**config.mk**
```make
export PLATFORM = sky130hd
export DESIGN_NAME = audio_clock_divider_config
export DESIGN_NICKNAME = d
export VERILOG_FILES = /design/src/core/audio_clock_pkg.sv /design/src/core/audio_clock_divider_config.sv /design/src/core/autoset_engine.sv /design/src/core/clock_divider.sv
export VERILOG_INCLUDE_DIRS = /design/src /design/src/core
export SDC_FILE = /design/constraint.sdc
export NUM_CORES = 1
export LEC_CHECK = 0
export ABC_AREA = 0
export BUFFER_PORTS_ARGS = -buffer_cell sky130_fd_sc_hd__buf_2
export CAP_MARGIN = 20
export CORE_UTILIZATION = 35
export CTS_BUF_LIST = sky130_fd_sc_hd__clkbuf_4
export DETAILED_ROUTE_END_ITERATION = 8
export GPL_TIMING_DRIVEN = 1
export HOLD_SLACK_MARGIN = 0.03
export SLEW_MARGIN = 0
export SYNTH_ARGS = -nofsm -noshare
export SYNTH_HDL_FRONTEND = slang
export SYNTH_SLANG_ARGS = --single-unit
```
**constraint.sdc**
```tcl
create_clock -name clk -period 9.4 [get_ports clk]
set_input_delay 0.94 -clock clk [delete_from_list [all_inputs] [get_ports clk]]
set_output_delay 0.94 -clock clk [all_outputs]
set_load 0.05 [all_outputs]
```
**src/core/audio_clock_regs.svh**
```systemverilog
`ifndef AUDIO_CLOCK_REGS_SVH
`define AUDIO_CLOCK_REGS_SVH

// Register offsets on the register port
`define REG_DAC_DIV        8'h1c
`define REG_NCP_DIV        8'h1d
`define REG_OSR_DIV        8'h1e
`define REG_BCLK_DIV       8'h20
`define REG_FCLK_DIV       8'h21
`define REG_INTERP_RATE    8'h22
`define REG_AUTOSET        8'h25

// Field positions
`define DIV7_MSB           6
`define DIV7_LSB           0
`define DIV8_MSB           7
`define DIV8_LSB           0
`define INTERP_BIT         4
`define RATE_MSB           2
`define RATE_LSB           0
`define AUTOSET_DIS_BIT    1

// Reset values
`define DAC_DIV_RST        7'h01
`define NCP_DIV_RST        7'h01
`define OSR_DIV_RST        7'h01
`define BCLK_DIV_RST       7'h00
`define FCLK_DIV_RST       8'h00
`define INTERP_RST         1'b0
`define RATE_RST           3'h4
`define AUTOSET_DIS_RST    1'b0

// Sample-rate class codes
`define RATE_48K           3'h3
`define RATE_96K           3'h4
`define RATE_32K           3'h7

// Timing: system clock and the frame rates that split the speed classes
`define CLK_HZ             20000000
`define FS_MID_HIGH_HZ     72000
`define FS_MID_LOW_HZ      40000

// Auto-set targets as right shifts of source ticks per frame
`define AUTO_DAC_SHIFT     7
`define AUTO_NCP_SHIFT     9
`define AUTO_OSR_SHIFT_8X  6
`define AUTO_OSR_SHIFT_16X 5

`endif

```
**src/core/audio_clock_pkg.sv**
```systemverilog
package audio_clock_pkg;

   // One register port request, valid for one cycle
   typedef struct packed {
      logic       write;
      logic       read;
      logic [7:0] addr;
      logic [7:0] wdata;
   } reg_req_t;

   // Divider and speed-class settings in effect
   typedef struct packed {
      logic [6:0] dac_div;
      logic [6:0] ncp_div;
      logic [6:0] osr_div;
      logic [2:0] rate_class;
   } clock_settings_t;

   // Frame-period measurement
   typedef enum logic [0:0] {MEAS_IDLE, MEAS_RUN} measure_state_t;

endpackage

```
**src/core/audio_clock_divider_config.sv**
```systemverilog
// What this block does
// - DAC clock divides source by field plus one
// - Charge-pump clock divides source by field plus one
// - Oversampling clock divides source by field plus one
// - Master bit clock divides master clock
// - Master frame clock divides bit clock
// - Interpolation bit selects 8x or 16x
// - Speed class codes 011, 100, 111
// - Auto-set disable bit, zero enables auto-set
`include "audio_clock_regs.svh"

module audio_clock_divider_config
   import audio_clock_pkg::*;
(
   // Clock and reset
   input  wire logic       clk,
   input  wire logic       rst_n,
   // Register port
   input  reg_req_t        reg_req,
   output logic [7:0]      reg_rdata,
   output logic            reg_rvalid,
   // Clock pins
   input  wire logic       source_clk_pin,
   input  wire logic       mclk_pin,
   input  wire logic       frame_clk_pin,
   // Serial port mode
   input  wire logic       master_mode,
   // Divided internal clocks
   output logic            converter_clk,
   output logic            converter_tick,
   output logic            charge_pump_clk,
   output logic            charge_pump_tick,
   output logic            oversampling_clock,
   output logic            oversampling_tick,
   // Master-mode serial clocks
   output logic            master_bit_clk,
   output logic            master_frame_clk,
   output logic            master_clk_oe,
   // Settings in effect
   output logic            interpolation_depth_select,
   output logic            autoset_active,
   output clock_settings_t active_settings
);

   localparam int NUM_PINS = 3;
   localparam int PIN_SRC  = 0;
   localparam int PIN_MCLK = 1;
   localparam int PIN_FRM  = 2;

   // Software-written fields
   logic [6:0] converter_divider_value;
   logic [6:0] charge_pump_divider_value;
   logic [6:0] oversample_divider_value;
   logic [6:0] master_bit_clock_divider;
   logic [7:0] master_frame_clock_divider;
   logic       interp_field;
   logic [2:0] sample_rate_class;
   logic       autoset_disable;

   // Pin synchronisers and edge detection
   logic [NUM_PINS-1:0] pin_raw;
   logic [NUM_PINS-1:0] pin_meta;
   logic [NUM_PINS-1:0] pin_sync;
   logic [NUM_PINS-1:0] pin_prev;
   logic [NUM_PINS-1:0] pin_rise;

   assign pin_raw = {frame_clk_pin, mclk_pin, source_clk_pin};

   // Pins come from other clocks, so two flops before any logic reads them
   generate
      for (genvar i = 0; i < NUM_PINS; i++) begin : g_pin_sync
         always_ff @(posedge clk or negedge rst_n) begin
            if (!rst_n) begin
               pin_meta[i] <= 1'b0;
               pin_sync[i] <= 1'b0;
               pin_prev[i] <= 1'b0;
            end else begin
               pin_meta[i] <= pin_raw[i];
               pin_sync[i] <= pin_meta[i];
               pin_prev[i] <= pin_sync[i];
            end
         end
         assign pin_rise[i] = pin_sync[i] & ~pin_prev[i];
      end
   endgenerate

   // Address decode
   logic hit_dac;
   logic hit_ncp;
   logic hit_osr;
   logic hit_bclk;
   logic hit_fclk;
   logic hit_interp;
   logic hit_autoset;
   logic hit_any;

   assign hit_dac     = reg_req.addr == `REG_DAC_DIV;
   assign hit_ncp     = reg_req.addr == `REG_NCP_DIV;
   assign hit_osr     = reg_req.addr == `REG_OSR_DIV;
   assign hit_bclk    = reg_req.addr == `REG_BCLK_DIV;
   assign hit_fclk    = reg_req.addr == `REG_FCLK_DIV;
   assign hit_interp  = reg_req.addr == `REG_INTERP_RATE;
   assign hit_autoset = reg_req.addr == `REG_AUTOSET;
   assign hit_any     = hit_dac | hit_ncp | hit_osr | hit_bclk | hit_fclk | hit_interp | hit_autoset;

   // Register writes; unmapped offsets and reserved bits are dropped
   always_ff @(posedge clk or negedge rst_n) begin
      if (!rst_n) begin
         converter_divider_value    <= `DAC_DIV_RST;
         charge_pump_divider_value  <= `NCP_DIV_RST;
         oversample_divider_value   <= `OSR_DIV_RST;
         master_bit_clock_divider   <= `BCLK_DIV_RST;
         master_frame_clock_divider <= `FCLK_DIV_RST;
         interp_field               <= `INTERP_RST;
         sample_rate_class          <= `RATE_RST;
         autoset_disable            <= `AUTOSET_DIS_RST;
      end else if (reg_req.write) begin
         if (hit_dac) begin
            converter_divider_value <= reg_req.wdata[`DIV7_MSB:`DIV7_LSB];
         end
         if (hit_ncp) begin
            charge_pump_divider_value <= reg_req.wdata[`DIV7_MSB:`DIV7_LSB];
         end
         if (hit_osr) begin
            oversample_divider_value <= reg_req.wdata[`DIV7_MSB:`DIV7_LSB];
         end
         if (hit_bclk) begin
            master_bit_clock_divider <= reg_req.wdata[`DIV7_MSB:`DIV7_LSB];
         end
         if (hit_fclk) begin
            master_frame_clock_divider <= reg_req.wdata[`DIV8_MSB:`DIV8_LSB];
         end
         if (hit_interp) begin
            interp_field      <= reg_req.wdata[`INTERP_BIT];
            // Reserved codes are stored as written; keeping them out is up to software
            sample_rate_class <= reg_req.wdata[`RATE_MSB:`RATE_LSB];
         end
         if (hit_autoset) begin
            autoset_disable <= reg_req.wdata[`AUTOSET_DIS_BIT];
         end
      end
   end

   // Read mux; reserved bits and unmapped offsets read as zero
   logic [7:0] next_rdata;
   logic [7:0] rd_dac;
   logic [7:0] rd_ncp;
   logic [7:0] rd_osr;
   logic [7:0] rd_bclk;
   logic [7:0] rd_interp;
   logic [7:0] rd_autoset;

   assign rd_dac     = {1'b0, converter_divider_value};
   assign rd_ncp     = {1'b0, charge_pump_divider_value};
   assign rd_osr     = {1'b0, oversample_divider_value};
   assign rd_bclk    = {1'b0, master_bit_clock_divider};
   assign rd_interp  = {3'h0, interp_field, 1'b0, sample_rate_class};
   assign rd_autoset = {6'h00, autoset_disable, 1'b0};
   assign next_rdata = hit_dac     ? rd_dac :
                       hit_ncp     ? rd_ncp :
                       hit_osr     ? rd_osr :
                       hit_bclk    ? rd_bclk :
                       hit_fclk    ? master_frame_clock_divider :
                       hit_interp  ? rd_interp :
                       hit_autoset ? rd_autoset : 8'h00;

   // Read data is registered, valid the cycle after the request
   always_ff @(posedge clk or negedge rst_n) begin
      if (!rst_n) begin
         reg_rdata  <= 8'h00;
         reg_rvalid <= 1'b0;
      end else begin
         reg_rvalid <= reg_req.read;
         if (reg_req.read) begin
            reg_rdata <= hit_any ? next_rdata : 8'h00;
         end
      end
   end

   // Frame-period measurement against the incoming frame clock
   measure_state_t meas_state;
   logic [15:0]    src_count;
   logic [15:0]    clk_count;
   logic [15:0]    src_ticks_per_frame;
   logic [15:0]    clk_per_frame;
   logic           measure_valid;
   logic           frame_edge;
   logic           clk_count_full;
   logic [15:0]    next_src_count;

   assign frame_edge     = pin_rise[PIN_FRM];
   assign clk_count_full = clk_count == 16'hffff;
   // Saturate rather than wrap so a very fast source cannot alias to a slow one
   assign next_src_count = (pin_rise[PIN_SRC] && src_count != 16'hffff) ? src_count + 16'h0001 : src_count;

   // A stalled frame clock drops back to idle and the last auto result is kept
   always_ff @(posedge clk or negedge rst_n) begin
      if (!rst_n) begin
         meas_state          <= MEAS_IDLE;
         src_count           <= 16'h0000;
         clk_count           <= 16'h0000;
         src_ticks_per_frame <= 16'h0000;
         clk_per_frame       <= 16'h0000;
         measure_valid       <= 1'b0;
      end else begin
         measure_valid <= 1'b0;
         unique case (meas_state)
            MEAS_IDLE: begin
               src_count <= 16'h0000;
               clk_count <= 16'h0000;
               if (frame_edge) begin
                  meas_state <= MEAS_RUN;
               end
            end
            MEAS_RUN: begin
               if (frame_edge) begin
                  src_ticks_per_frame <= next_src_count;
                  clk_per_frame       <= clk_count + 16'h0001;
                  measure_valid       <= 1'b1;
                  src_count           <= 16'h0000;
                  clk_count           <= 16'h0000;
               end else if (clk_count_full) begin
                  meas_state <= MEAS_IDLE;
               end else begin
                  src_count <= next_src_count;
                  clk_count <= clk_count + 16'h0001;
               end
            end
         endcase
      end
   end

   // Auto-set computation
   clock_settings_t auto_settings;
   clock_settings_t manual_settings;

   autoset_engine u_autoset_engine (
      .clk                 (clk),
      .rst_n               (rst_n),
      .measure_valid       (measure_valid),
      .src_ticks_per_frame (src_ticks_per_frame),
      .clk_per_frame       (clk_per_frame),
      .interp_16x          (interp_field),
      .auto_settings       (auto_settings)
   );

   // Auto-set overrides the DAC, charge-pump and oversampling dividers and speed class, not the interpolation depth
   assign manual_settings = '{converter_divider_value, charge_pump_divider_value,
                              oversample_divider_value, sample_rate_class};
   assign autoset_active             = ~autoset_disable;
   assign active_settings            = autoset_active ? auto_settings : manual_settings;
   assign interpolation_depth_select = interp_field;

   // Source clock dividers: DAC, charge pump, oversampling
   localparam int NUM_SRC_DIV = 3;
   logic [NUM_SRC_DIV-1:0][6:0] src_div_value;
   logic [NUM_SRC_DIV-1:0]      src_div_clk;
   logic [NUM_SRC_DIV-1:0]      src_div_tick;

   assign src_div_value = {active_settings.osr_div, active_settings.ncp_div, active_settings.dac_div};

   generate
      for (genvar d = 0; d < NUM_SRC_DIV; d++) begin : g_src_div
         clock_divider #(
            .WIDTH (7)
         ) u_src_div (
            .clk       (clk),
            .rst_n     (rst_n),
            .enable    (1'b1),
            .src_tick  (pin_rise[PIN_SRC]),
            .src_level (pin_sync[PIN_SRC]),
            .div_value (src_div_value[d]),
            .div_clk   (src_div_clk[d]),
            .div_tick  (src_div_tick[d])
         );
      end
   endgenerate

   assign converter_clk      = src_div_clk[0];
   assign converter_tick     = src_div_tick[0];
   assign charge_pump_clk    = src_div_clk[1];
   assign charge_pump_tick   = src_div_tick[1];
   assign oversampling_clock = src_div_clk[2];
   assign oversampling_tick  = src_div_tick[2];

   // Master mode: bit clock from master clock, frame clock from bit clock
   logic bit_tick;

   clock_divider #(
      .WIDTH (7)
   ) u_bit_div (
      .clk       (clk),
      .rst_n     (rst_n),
      .enable    (master_mode),
      .src_tick  (pin_rise[PIN_MCLK]),
      .src_level (pin_sync[PIN_MCLK]),
      .div_value (master_bit_clock_divider),
      .div_clk   (master_bit_clk),
      .div_tick  (bit_tick)
   );

   // The frame divider counts bit-clock wraps, one cycle behind the bit clock
   clock_divider #(
      .WIDTH (8)
   ) u_frame_div (
      .clk       (clk),
      .rst_n     (rst_n),
      .enable    (master_mode),
      .src_tick  (bit_tick),
      .src_level (master_bit_clk),
      .div_value (master_frame_clock_divider),
      .div_clk   (master_frame_clk),
      .div_tick  ()
   );

   // Drive the serial clock pins only as master
   always_ff @(posedge clk or negedge rst_n) begin
      if (!rst_n) begin
         master_clk_oe <= 1'b0;
      end else begin
         master_clk_oe <= master_mode;
      end
   end

endmodule // audio_clock_divider_config

```
**src/core/autoset_engine.sv**
```systemverilog
`include "audio_clock_regs.svh"

module autoset_engine
   import audio_clock_pkg::*;
(
   // Clock and reset
   input  wire logic       clk,
   input  wire logic       rst_n,
   // Measurement of one frame
   input  wire logic       measure_valid,
   input  wire logic [15:0] src_ticks_per_frame,
   input  wire logic [15:0] clk_per_frame,
   input  wire logic       interp_16x,
   // Computed settings
   output clock_settings_t auto_settings
);

   localparam logic [15:0] HIGH_RATE_CYCLES = 16'(`CLK_HZ / `FS_MID_HIGH_HZ);
   localparam logic [15:0] LOW_RATE_CYCLES  = 16'(`CLK_HZ / `FS_MID_LOW_HZ);

   // Divider field from the measured ratio, clamped to the 7-bit range
   function automatic logic [6:0] ratio_to_div(input logic [15:0] ticks, input int shift);
      logic [15:0] scaled;
      scaled = ticks >> shift;
      if (scaled == 16'h0000) begin
         return 7'h00;
      end else if (scaled > 16'h0080) begin
         return 7'h7f;
      end
      return 7'(scaled - 16'h0001);
   endfunction

   clock_settings_t next_settings;
   logic            is_high_rate;
   logic            is_low_rate;

   // Speed class from the frame period in system clocks
   assign is_high_rate = clk_per_frame < HIGH_RATE_CYCLES;
   assign is_low_rate  = clk_per_frame > LOW_RATE_CYCLES;
   assign next_settings.rate_class = is_high_rate ? `RATE_96K : (is_low_rate ? `RATE_32K : `RATE_48K);
   assign next_settings.dac_div = ratio_to_div(src_ticks_per_frame, `AUTO_DAC_SHIFT);
   assign next_settings.ncp_div = ratio_to_div(src_ticks_per_frame, `AUTO_NCP_SHIFT);
   assign next_settings.osr_div = ratio_to_div(src_ticks_per_frame,
                                               interp_16x ? `AUTO_OSR_SHIFT_16X : `AUTO_OSR_SHIFT_8X);

   // Hold the last result until a new frame is measured
   always_ff @(posedge clk or negedge rst_n) begin
      if (!rst_n) begin
         auto_settings <= '{`DAC_DIV_RST, `NCP_DIV_RST, `OSR_DIV_RST, `RATE_RST};
      end else if (measure_valid) begin
         auto_settings <= next_settings;
      end
   end

endmodule // autoset_engine

```
**src/core/clock_divider.sv**
```systemverilog
module clock_divider #(
   parameter int WIDTH = 7
) (
   // Clock and reset
   input  wire logic             clk,
   input  wire logic             rst_n,
   // Source events and setting
   input  wire logic             enable,
   input  wire logic             src_tick,
   input  wire logic             src_level,
   input  wire logic [WIDTH-1:0] div_value,
   // Divided clock
   output logic                  div_clk,
   output logic                  div_tick
);

   logic [WIDTH-1:0] count;
   logic             wrap;
   logic [WIDTH-1:0] next_count;
   logic [WIDTH-1:0] shown_count;
   logic [WIDTH-1:0] half_point;

   // Wrap at the setting; a shrunk setting wraps at once instead of running to the top
   assign wrap        = count >= div_value;
   assign next_count  = wrap ? '0 : count + 1'b1;
   assign shown_count = src_tick ? next_count : count;
   assign half_point  = div_value >> 1;

   // Divide by div_value plus one source events
   always_ff @(posedge clk or negedge rst_n) begin
      if (!rst_n) begin
         count    <= '0;
         div_clk  <= 1'b0;
         div_tick <= 1'b0;
      end else if (!enable) begin
         count    <= '0;
         div_clk  <= 1'b0;
         div_tick <= 1'b0;
      end else begin
         div_tick <= src_tick & wrap;
         if (src_tick) begin
            count <= next_count;
         end
         // Divide by one passes the source level straight on
         div_clk <= (div_value == '0) ? src_level : (shown_count <= half_point);
      end
   end

endmodule // clock_divider

```
==> results of run 1 <==
[power by group]
| part | switching [mW] | internal, mW |
|---|---|---|
| logic | 0.284 | 0.161 |
| clock network | 0.315 | 0.195 |
| registers | 0.0558 | 0.877 |
[worst max-delay path, cell delays in order (launching register included)]
cell and delay (ns):
dfrtp_1 0.38, buf_4 0.33, mux2i_1 0.47, ha_1 0.32, a21oi_1 0.15, nor2b_1 0.08
a2111oi_0 0.67, nor2_1 0.25, nor2_1 0.19, ha_1 0.26, a21o_1 0.15, a2111oi_0 0.42
nor2_1 0.09, o31ai_1 0.20
[cells in the mapped netlist (all sizes together), types with 16 or more instances]
cell type / n / area, µm²
mux2i: 20 / 200
clkbuf: 35 / 139
nor3: 29 / 150
mux2: 45 / 507
nand3: 30 / 155
dfrtp: 181 / 4530
nand2b: 16 / 100
o21ai: 68 / 340
xor2: 24 / 210
inv: 63 / 236
nand2: 114 / 428
nor2: 88 / 330
xnor2: 42 / 368
nand4: 16 / 100
a21oi: 54 / 270
ha: 78 / 976
[area by class of cell]
cell class	count	area, µm²	area share (%)
Tap cell	396	495	4.08
Clock buffer	17	128	1.05
Clock inverter	15	196	1.62
Sequential cell	189	4740	39.0
Multi-Input combinational cell	858	5920	48.7
Timing Repair Buffer	76	432	3.55
Inverter	63	236	1.95
Antenna cell	1	2.50	0.0206
[metal layers]
layer  part of all wire [%]  track usage (%)  up-vias
met2                     48             29.1      144
met4                    1.4             4.51        0
li1                       -                -     4253
met3                    3.1             2.87       27
met5                      0                0        -
met1                     47             23.2     4209
[logic make-up (layout without fill, tap and decap cells)]
family,Yosys count,in the layout
adder cells (fa/ha/maj),84,84
multiplexers,65,65
buffers and inverters,113,171
AND/OR/NAND/NOR,380,380
other,0,1
flip-flops,189,189
XOR/XNOR,66,66
AO/OA/AOI/OAI,263,263
[worst max-delay path by stage]
| stage | startpoint | to | slack [ns] | cells after the start |
|---|---|---|---|---|
| global route | autoset_disable | g_src_div[2].u_src_div.div_clk | 4.91 | 13 |
| global placement | autoset_disable | g_src_div[2].u_src_div.div_clk | 5.67 | 12 |
| finish | autoset_disable | g_src_div[2].u_src_div.div_clk | 5.36 | 13 |
| detailed placement | autoset_disable | g_src_div[2].u_src_div.div_clk | 5.41 | 13 |
| CTS | autoset_disable | g_src_div[2].u_src_div.div_clk | 5.40 | 13 |
| floorplan | autoset_disable | g_src_div[1].u_src_div.div_clk | 5.17 | 14 |
[per-stage QoR]
step	hold WS, ns	std cells	total power [mW]
finish	0.375	1615	1.89
global route	0.376	1615	2.00
CTS	0.370	1612	1.92
detailed placement	0.336	1580	1.39
global placement	0.339	1580	1.39
floorplan	0.331	1160	1.26
[flip-flops by register name, indices dropped and copies added, names as in the netlist, 3 cells and up]
| name | count |
|---|---|
| master_frame_clock_divider | 8 |
| g_src_div.u_src_div.div_clk | 3 |
| sample_rate_class | 3 |
| pin_meta | 3 |
| clk_per_frame | 16 |
| g_src_div.u_src_div.count | 21 |
| g_src_div.u_src_div.div_tick | 3 |
| src_ticks_per_frame | 11 |
| master_bit_clock_divider | 7 |
| converter_divider_value | 7 |
| u_bit_div.count | 7 |
| pin_sync | 3 |
| pin_prev | 3 |
| u_frame_div.count | 8 |
| src_count | 16 |
| u_autoset_engine.auto_settings | 23 |
| charge_pump_divider_value | 7 |
| clk_count | 16 |
| oversample_divider_value | 7 |
| reg_rdata | 8 |
==> results.md, run 1 <==
* Hold path depth at 0
* Worst endpoint data arrival time at 4.57 ns
* Reg2Reg Setup Slack at 5.36 ns
* Initial Util at between 30 and 40%
* First-pass GRT wire length at approximately 46000 µm
* DP HPWL at roughly 20000 µm
* DR pass1 iterations at 6
* Hold Path Origin: pin_meta[2]
* Fillers at 3122
* Synthesis-to-layout area growth at 9.29%
* CTS tree: yes
* Most frequent cells in the layout: dfrtp_1, nand2_1, nor2_1, ha_1, buf_2
* CTS buffer count at 17
* Reg2reg end: g_src_div[2].u_src_div.div_clk
* MaxCap Viol Count at 0
* Port bufs at 67
* CP required at 9.93 ns
* #FFs+latches synth at between 150 and 200
* Overall Global Routing Usage at about 17%
* Gr ovfl total at 0
* Clk sink count at ~190
* Post-Synth Simple-Gate Area at between 10% and 20%
* Most common cell after layout, fill and taps aside: dfrtp_1
* Crit path kind: reg -> reg
* Worst-skew pair later-pin latency at ~0.61 ns
* Mux cell area share after synthesis at around 6.4%
* Leak pwr at between 5 and 6 nW
* YS warnings at 0
* Pre-CTS setup slack at between 5 and 6 ns
* Post-synth EDFFs at 0
* Detailed Route Iter0 Violations at 509
* Main combinational cell family by area after synthesis: simple AND/OR/NAND/NOR gates
* Fmax achieved at about 250 MHz
* Final Cell Area at roughly 12000 µm²
* Reg2reg start: autoset_disable
* Layout Nets at about 1300
* RSZ-0062 raised after global routing: no
* Skew final at roughly 0.024 ns
* PnR worst setup slack at about 5.4 ns
* XOR/XNOR share of the synthesized area at 5.20%
* Share of cells above drive strength 1 at 14.4%
* CP Capture Type: flip-flop
* Worst-Margin Slew at around 0.94 ns
* Synth cell types at 78
* PwrDens at between 150 and 200 nW/µm²
* Crit Path Max Fanout at 26
* Vias at between 8000 and 9000
* Worst vdd ir at around 0.07 mV
* Post-CTS Setup Inserts at 0
* DR WL/cell at between 15 and 20 µm
* Largest net degree at the start of global routing at about 110
* Post-Syn Area at 11100 µm²
* Final Setup Violations at 0
* Routed Antenna Nets at 0
* Core area at between 30000 and 40000 µm²
* DR DRC count at 0
* Row count at 64
* Post-Syn Instances at 1160
* Sequential fraction of the synthesis area at 42.6%
* Placed inst area at between 10000 and 15000 µm²
* Final design utilization at approximately two fifths
* Hold EP: pin_sync[2]
* Clock Tree Buf Depth at 2
* Clk root buf: clkbuf_4
* Final hold vios at 0
* TNS Setup at 0 ns
* Startpoint Class: flip-flop
* Die Y at 180 µm
* FF-to-FF path depth at 13
* Post-synthesis adder-cell area fraction at under 10%
* Die width at approximately 180 µm
* Clk slew on worst S/H paths at roughly 0.17 ns
* Post-CTS Hold Fix Bufs at 0
* Routed wire length at between 20000 and 30000 µm
* Final count of pins violating max slew at 0
* Post-route minimum period at just over 4 ns
* Asr flop ratio synth at 100%
* Die area at roughly 32000 µm²
* Number of global-route vias before repair at between 8000 and 9000
* Final RePlAce weighted congestion at 0.904
* Compound-Gate Fraction of Synth Area at 15.5%
* Final worst path period share at 43.0%
* # resized after CTS at 0
* Synthesized net count at 1262
* Status: finished clean
* Initial antenna violation count at 1
* Syn Area/Cell at between 9 and 10 µm²
* Vias per cell at 5.35
* Top Ports at slightly below 70
* Slew HR at between 30% and 40%
* Min-delay worst type: reg -> reg
* CTS H-tree lvls at 4
* Synth Flop Type: dfrtp_1
No activity file was read; power rests on OpenSTA's default activity.
==> run 2, diff against run 1 <==
Settings changed: ABC_AREA 0 to 1.
Clock period 9.4 ns to 4.1 ns, I/O delays scaled along.
==> run 2 against run 1 <==
Die area increased by 2.5%. Final area is 3.0% higher. Critical path depth rose by 8. Count of clock-buffer cells in the layout increased by 1. Power grew to 2.7 times the previous value. Final cell count grew 21%. Clock power rose by 110%. Hold slack got worse by 0.20 ns. Synthesized cell count increased by 24%. Largest cell class unchanged. Largest power group unchanged.
==> results.md, run 2 <==
* Status: finished clean
* Post-synthesis adder-cell area fraction at approximately 8.6%
* Share of cells above drive strength 1 at 12.5%
* Sequential cell area at 4740 µm²
* Largest net degree at the start of global routing at slightly above 100
* DR pass1 iterations at 5
* YS warnings at 0
* Sequential fraction of design power at about 44%
* Post-Synth Simple-Gate Area at 26.4%
* Combinational share of power at 34.6%
* Area fraction of the dominant cell type after synthesis at between 30 and 40%
* # resized after CTS at 0
* CP required at 4.63 ns
* Worst endpoint data arrival time at a little under 4 ns
* Crit Path Max Fanout at 29
* Fmax achieved at approximately 290 MHz
* Initial Util at roughly 36%
* Clk pwr share at between 20% and 30%
* Fillers at between 3000 and 4000
* Syn Area/Cell at 7.92 µm²
* Count leader, synth: nand2_1
* CP max stage delay at about 0.49 ns
* Synth Flop Type: dfrtp_1
* PwrDens at 414 nW/µm²
* Multi-input logic area at a little under 6000 µm²
* Die area at around 33000 µm²
* Slowest stage cell, crit path: dfrtp_1
* Routed wire length at 28400 µm
* Crit path buf inv count at 4
* Slew HR at 43.1%
* Min-delay worst type: in -> reg
* Clock Tree Buf Depth at 2
* CTS buffer count at 17
* Worst-Margin Slew at between 0.8 and 0.9 ns
* Initial antenna violation count at 1
* TNS Setup at 0 ns
* Main combinational cell family by area after synthesis: simple AND/OR/NAND/NOR gates
* Overall power at 5.18 mW
* Gr ovfl total at 0
* Startpoint Class: flip-flop
* Mux cell area share after synthesis at less than 1%
* M1 GR Usage at 24.3%
* Vias at a little under 10000
* Crit path kind: reg -> reg
* Final hold vios at 0
* Synth cell types at 53
* Worst vdd ir at roughly 0.17 mV
* Most common cell after layout, fill and taps aside: nand2_1
* Top Ports at 68
* Clk slew on worst S/H paths at 0.16 ns
* Post-Syn Area at around 11000 µm²
* Largest register FFs at 23
* M3 GR Usage at about 3.2%
* MaxCap Viol Count at 0
* Top cells by area, synth: dfrtp_1, nand2_1, ha_1
* Worst-skew pair later-pin latency at ~0.58 ns
* Core area at approximately 32000 µm²
* Number of global-route vias before repair at approximately 9400
* Die width at 182 µm
* GR peak layer: met2
* Largest registers: u_autoset_engine.auto_settings (23), g_src_div.u_src_div.count (21)
* PnR worst setup slack at ~0.67 ns
* Layout Nets at around 1600
* Switching Share at between 40 and 50%
* Vias per cell at 4.92
* Most frequent cells in the layout: nand2_1, dfrtp_1, inv_1, o21ai_0, nor2_1
* Internal at between 3 and 4 mW
* Final count of pins violating max slew at 0
* Clk root buf: clkbuf_4
* Skew final at 0.0262 ns
* Post-CTS Hold Fix Bufs at 7
* Biggest register: u_autoset_engine.auto_settings
* Post-route minimum period at 3.43 ns
* RSZ-0062 raised after global routing: no
* Synthesis-to-layout area growth at 9.85%
* First-pass GRT wire length at 47600 µm
* Placed inst area at between 10000 and 15000 µm²
* Asr flop ratio synth at between 90% and 100%
* XOR/XNOR share of the synthesized area at a little over 3%
* Worst path top cell family by delay: compound AO/OA/AOI/OAI gates
* #FFs+latches synth at ~190
* Yosys top cell by area: dfrtp_1
* Met2 Use GR at approximately 29%
* Routed Antenna Nets at 0
* Detailed Route Iter0 Violations at 488
* Most common library cells after synthesis: nand2_1, dfrtp_1, inv_1
* Port bufs at 67
* Row count at 65
* Final Cell Area at 12500 µm²
* Post-Syn Instances at ~1400
* Sequential fraction of the synthesis area at roughly two fifths
* Compound-Gate Fraction of Synth Area at about an eighth
* Leak pwr at approximately 6.0 nW
* NetSw at between 2 and 2.5 mW
* DP HPWL at approximately 22000 µm
* CTS H-tree lvls at 4
* Die Y at around 180 µm
* Pre-CTS setup slack at about 0.72 ns
* Synthesized net count at ~1500
* Worst-path cell chain: buf_4, o21ai_0, inv_1, ha_1, o21ai_0, nand2_1, a21oi_1, o21ai_0, nand2_1, inv_1, nor3b_1, ha_1, nand2_1, o21ai_0, o21bai_1, nand3b_1, o21ai_0, o21ai_1, inv_1, nand2_1, nand2_1
* DR WL/cell at around 14 µm
* DR DRC count at 0
* Final worst path period share at between 80% and 90%
* Post-CTS Setup Inserts at 0
* CP Capture Type: flip-flop
* Overall Global Routing Usage at between 10% and 20%
* Final RePlAce weighted congestion at ~0.87
* Final Setup Violations at 0
* CTS tree: yes
* Post-synth EDFFs at 0
* Clk sink count at around 190
## run 2: power by group through the flow
| stage | Clock [mW] | Sequential [mW] | Combinational (mW) |
|---|---|---|---|
| after floorplan | 0 | 2.32 | 1.31 |
| after global placement | 0 | 2.34 | 1.75 |
| after detailed placement | 0 | 2.33 | 1.80 |
| after CTS | 1.13 | 2.30 | 1.81 |
| after global routing | 1.20 | 2.34 | 2.04 |
| final | 1.09 | 2.30 | 1.79 |
## run 2: cell families after synthesis
logic type / after synthesis
and+or+nand+nor: 672
AOI/OAI and AO/OA: 249
buffers and inverters: 209
DFF: 189
adders and majority gates: 78
xor gates and xnor gates: 40
muxes: 2
## run 2: final timing paths
| check | slack, ns | end | depth (start not counted) | startpoint |
|---|---|---|---|---|
| max in group asynchronous | 2.63 | u_autoset_engine.auto_settings[2] | 3 | rst_n |
| max | 0.67 | g_src_div[0].u_src_div.div_clk | 21 | autoset_disable |
| min | 0.18 | converter_divider_value[6] | 3 | reg_req[6] |
| min reg2reg | 0.37 | pin_sync[0] | 0 | pin_meta[0] |
| min in group asynchronous | 0.48 | master_frame_clock_divider[5] | 2 | rst_n |
| max reg2reg | 0.67 | g_src_div[0].u_src_div.div_clk | 21 | autoset_disable |
## run 2: area by class of cell
| type | instances | share of cell area (%) |
|---|---|---|
| antenna | 1 | 0.0200 |
| clock buffer | 18 | 1.08 |
| clock inverter | 14 | 1.26 |
| inverter | 179 | 5.39 |
| multi-input combinational | 1041 | 46.3 |
| sequential | 189 | 37.9 |
| tap | 435 | 4.35 |
| timing repair buffer | 80 | 3.77 |
## run 2: metal layers
| layer | vias to the layer above | wire, µm |
|---|---|---|
| met2 | 178 | 12900 |
| met5 | - | 0 |
| met1 | 4536 | 13800 |
| met4 | 0 | 660 |
| li1 | 4871 | - |
| met3 | 35 | 1020 |
## run 2: worst reg2reg max path, stage by stage (launching register included)
cell and delay [ns]:
dfrtp_1 0.49, buf_4 0.26, o21ai_0 0.42, inv_1 0.09, ha_1 0.29, o21ai_0 0.07, nand2_1 0.07, a21oi_1 0.12
o21ai_0 0.10, nand2_1 0.09, inv_1 0.10, nor3b_1 0.32, ha_1 0.32, nand2_1 0.06, o21ai_0 0.07, o21bai_1 0.12
nand3b_1 0.08, o21ai_0 0.07, o21ai_1 0.08, inv_1 0.06, nand2_1 0.04, nand2_1 0.05
## run 2: stage by stage
step | hold slack [ns] | util [%] | instances
2_1_floorplan | 0.114 | - | 1439
3_3_place_gp | 0.336 | 38.2 | 1917
3_5_place_dp | 0.336 | 38.2 | 1917
4_1_cts | 0.129 | 39.4 | 1956
5_1_grt | 0.139 | 39.4 | 1957
6_report | 0.179 | 39.4 | 1957
==> run 3, diff against run 2 <==
Settings changed: ABC_AREA 1 to 0.
Clock period 4.1 ns to 3.2 ns, I/O delays scaled along.
==> run 3 against run 2 <==
The flow now finishes with violations (negative setup slack). Critical path depth is 7 lower. Fmax up 5.7%. Global-route usage down 0.19 points. First-iteration DRC count increased by 27%. Sequential cell count did not move. Count of clock-buffer cells in the layout down 1.
==> results.md, run 3 (synthesis results as in run 1) <==
* Overall Global Routing Usage at between 10% and 20%
* TNS Setup at -0.0841 ns
* Most frequent cells in the layout: dfrtp_1, nand2_1, nor2_1, ha_1, buf_2
* Layout Nets at between 1000 and 1500
* Crit Path Max Fanout at 7
* M1 GR Usage at between 20% and 30%
* Hold Path Origin: reg_req[10]
* Port bufs at 67
* DR DRC count at 0
* Die width at around 180 µm
* Die area at ~32000 µm²
* Reg2Reg Setup Slack at -0.05 ns
* Final Setup Violations at 2
* Failing checks: negative setup slack
* Biggest register: u_autoset_engine.auto_settings
* DP HPWL at between 20000 and 25000 µm
* Largest register FFs at 23
* Largest net degree at the start of global routing at a little under 90
* Largest registers: u_autoset_engine.auto_settings (23), g_src_div.u_src_div.count (21)
* Clk slew on worst S/H paths at between 0.15 and 0.2 ns
* Startpoint Class: flip-flop
* Final hold vios at 0
* Multi-input logic area at 6400 µm²
* Fillers at just over 3000
* Routed wire length at 28500 µm
* PnR worst setup slack at -0.0485 ns
* Leak pwr at around 6.1 nW
* Row count at 64
* Reg2reg start: autoset_disable
* RSZ-0062 raised after global routing: yes
* Final RePlAce weighted congestion at 0.904
* First-pass GRT wire length at between 40000 and 50000 µm
* Min-delay worst type: in -> reg
* Final worst path period share at 102%
* Reg2reg end: g_src_div[2].u_src_div.div_clk
* Routed Antenna Nets at 0
* CTS buffer count at 17
* Share of cells above drive strength 1 at between 20 and 25%
* M3 GR Usage at around 3.3%
* Fmax achieved at 308 MHz
* CP required at around 3.8 ns
* Synthesis-to-layout area growth at 18.2%
* Worst-Margin Slew at between 0.7 and 0.8 ns
* CTS tree: yes
* Initial antenna violation count at 1
* Core area at 30900 µm²
* DR pass1 iterations at 5
* Most common cell after layout, fill and taps aside: dfrtp_1
* Crit path kind: reg -> reg
* Vias per cell at ~5.3
* Clk root buf: clkbuf_4
* Slew HR at 50.1%
* Vias at a little under 9000
* Met2 Use GR at between 20 and 30%
* Post-route minimum period at between 3 and 4 ns
* Detailed Route Iter0 Violations at 620
* Die Y at between 150 and 200 µm
* Status: finished with violations
* Initial Util at a little over a third
* Hold path depth at 5
* PwrDens at 447 nW/µm²
* MaxCap Viol Count at 0
* Sequential cell area at 4740 µm²
* Hold EP: autoset_disable
* Worst endpoint data arrival time at between 3 and 4 ns
* WHS at 0.0698 ns
* Clock Tree Buf Depth at 2
* CP Capture Type: flip-flop
* Top Ports at 68
* Gr ovfl total at 0
* Clk sink count at around 190
* GR peak layer: met2
* Number of global-route vias before repair at around 8700
* DR WL/cell at ~17 µm
* Worst vdd ir at approximately 0.24 mV
* FF-to-FF path depth at 14
* Final count of pins violating max slew at 0
* CTS H-tree lvls at 4
* Skew final at around 0.026 ns
* Worst-skew pair later-pin latency at between 0.6 and 0.7 ns
run 3: cell count changes in the layout (fill, tap and decap cells not counted), sizes merged, moves of 16 or more:
cell	change
xnor2	+33
nor2	-31
nand2b	+16
nand2	-260
nand4	-17
mux2	+45
mux2i	+18
nand3	-43
buf	+56
o21ai	-100
inv	-109
run 3: what timing repair did:
item                                   4_1_cts  5_1_grt
setup endpoints to repair                    3        4
hold buffers                                14        0
buffers inserted                             7       14
gates resized for setup                     24       73
gates cloned                                 1        0
endpoints found under the hold margin      135        0
pin swaps                                   22       38
run 3: layout make-up:
cell class	count	share of cell area (%)
multi-input combinational	858	48.7
sequential	189	36.1
timing repair buffer	143	7.66
tap	396	3.77
inverter	63	1.80
clock inverter	15	1.01
clock buffer	17	0.971
antenna	1	0.0190
run 3: critical path, stage by stage, from the launching register on:
cell,delay [ns]
dfrtp_1,0.44
buf_12,0.16
buf_12,0.14
mux2_4,0.32
ha_4,0.25
nor2b_4,0.12
o21ai_4,0.07
a2111oi_4,0.38
nor2_4,0.08
nor2_2,0.14
ha_1,0.27
a21o_1,0.22
a2111oi_4,0.28
nor2_1,0.06
o31ai_1,0.21
run 3: stage by stage:
step           std cells  worst slack, ns  util [%]  total power, mW  instance area, µm²
2_1_floorplan       1160          0.00744         -             3.74               11200
3_3_place_gp        1614           0.0438      39.2             4.14               12100
3_5_place_dp        1614          -0.0523      39.2             4.17               12100
4_1_cts             1668          -0.0320      41.0             5.60               12700
5_1_grt             1682           -0.210      42.5             6.19               13100
6_report            1682          -0.0485      42.5             5.88               13100
run 3: layer usage:
metal	share of wire, %	vias up
li1	-	4384
met1	47	4369
met2	48	147
met3	3.4	27
met4	1.5	0
met5	0	-
run 3: power by group:
| part | leakage (nW) | internal [mW] | switching [mW] |
|---|---|---|---|
| clock | 0.140 | 0.338 | 0.975 |
| combinational | 3.44 | 0.806 | 1.01 |
| sequential | 2.48 | 2.58 | 0.172 |
run 3: worst max path at each step:
stage	startpoint	endpoint	cells past startpoint
after CTS	autoset_disable	g_src_div[2].u_src_div.div_clk	14
after global placement	autoset_disable	g_src_div[2].u_src_div.div_clk	14
final	autoset_disable	g_src_div[2].u_src_div.div_clk	14
after floorplan	autoset_disable	g_src_div[2].u_src_div.div_clk	14
after detailed placement	autoset_disable	g_src_div[2].u_src_div.div_clk	14
after global routing	autoset_disable	g_src_div[2].u_src_div.div_clk	14
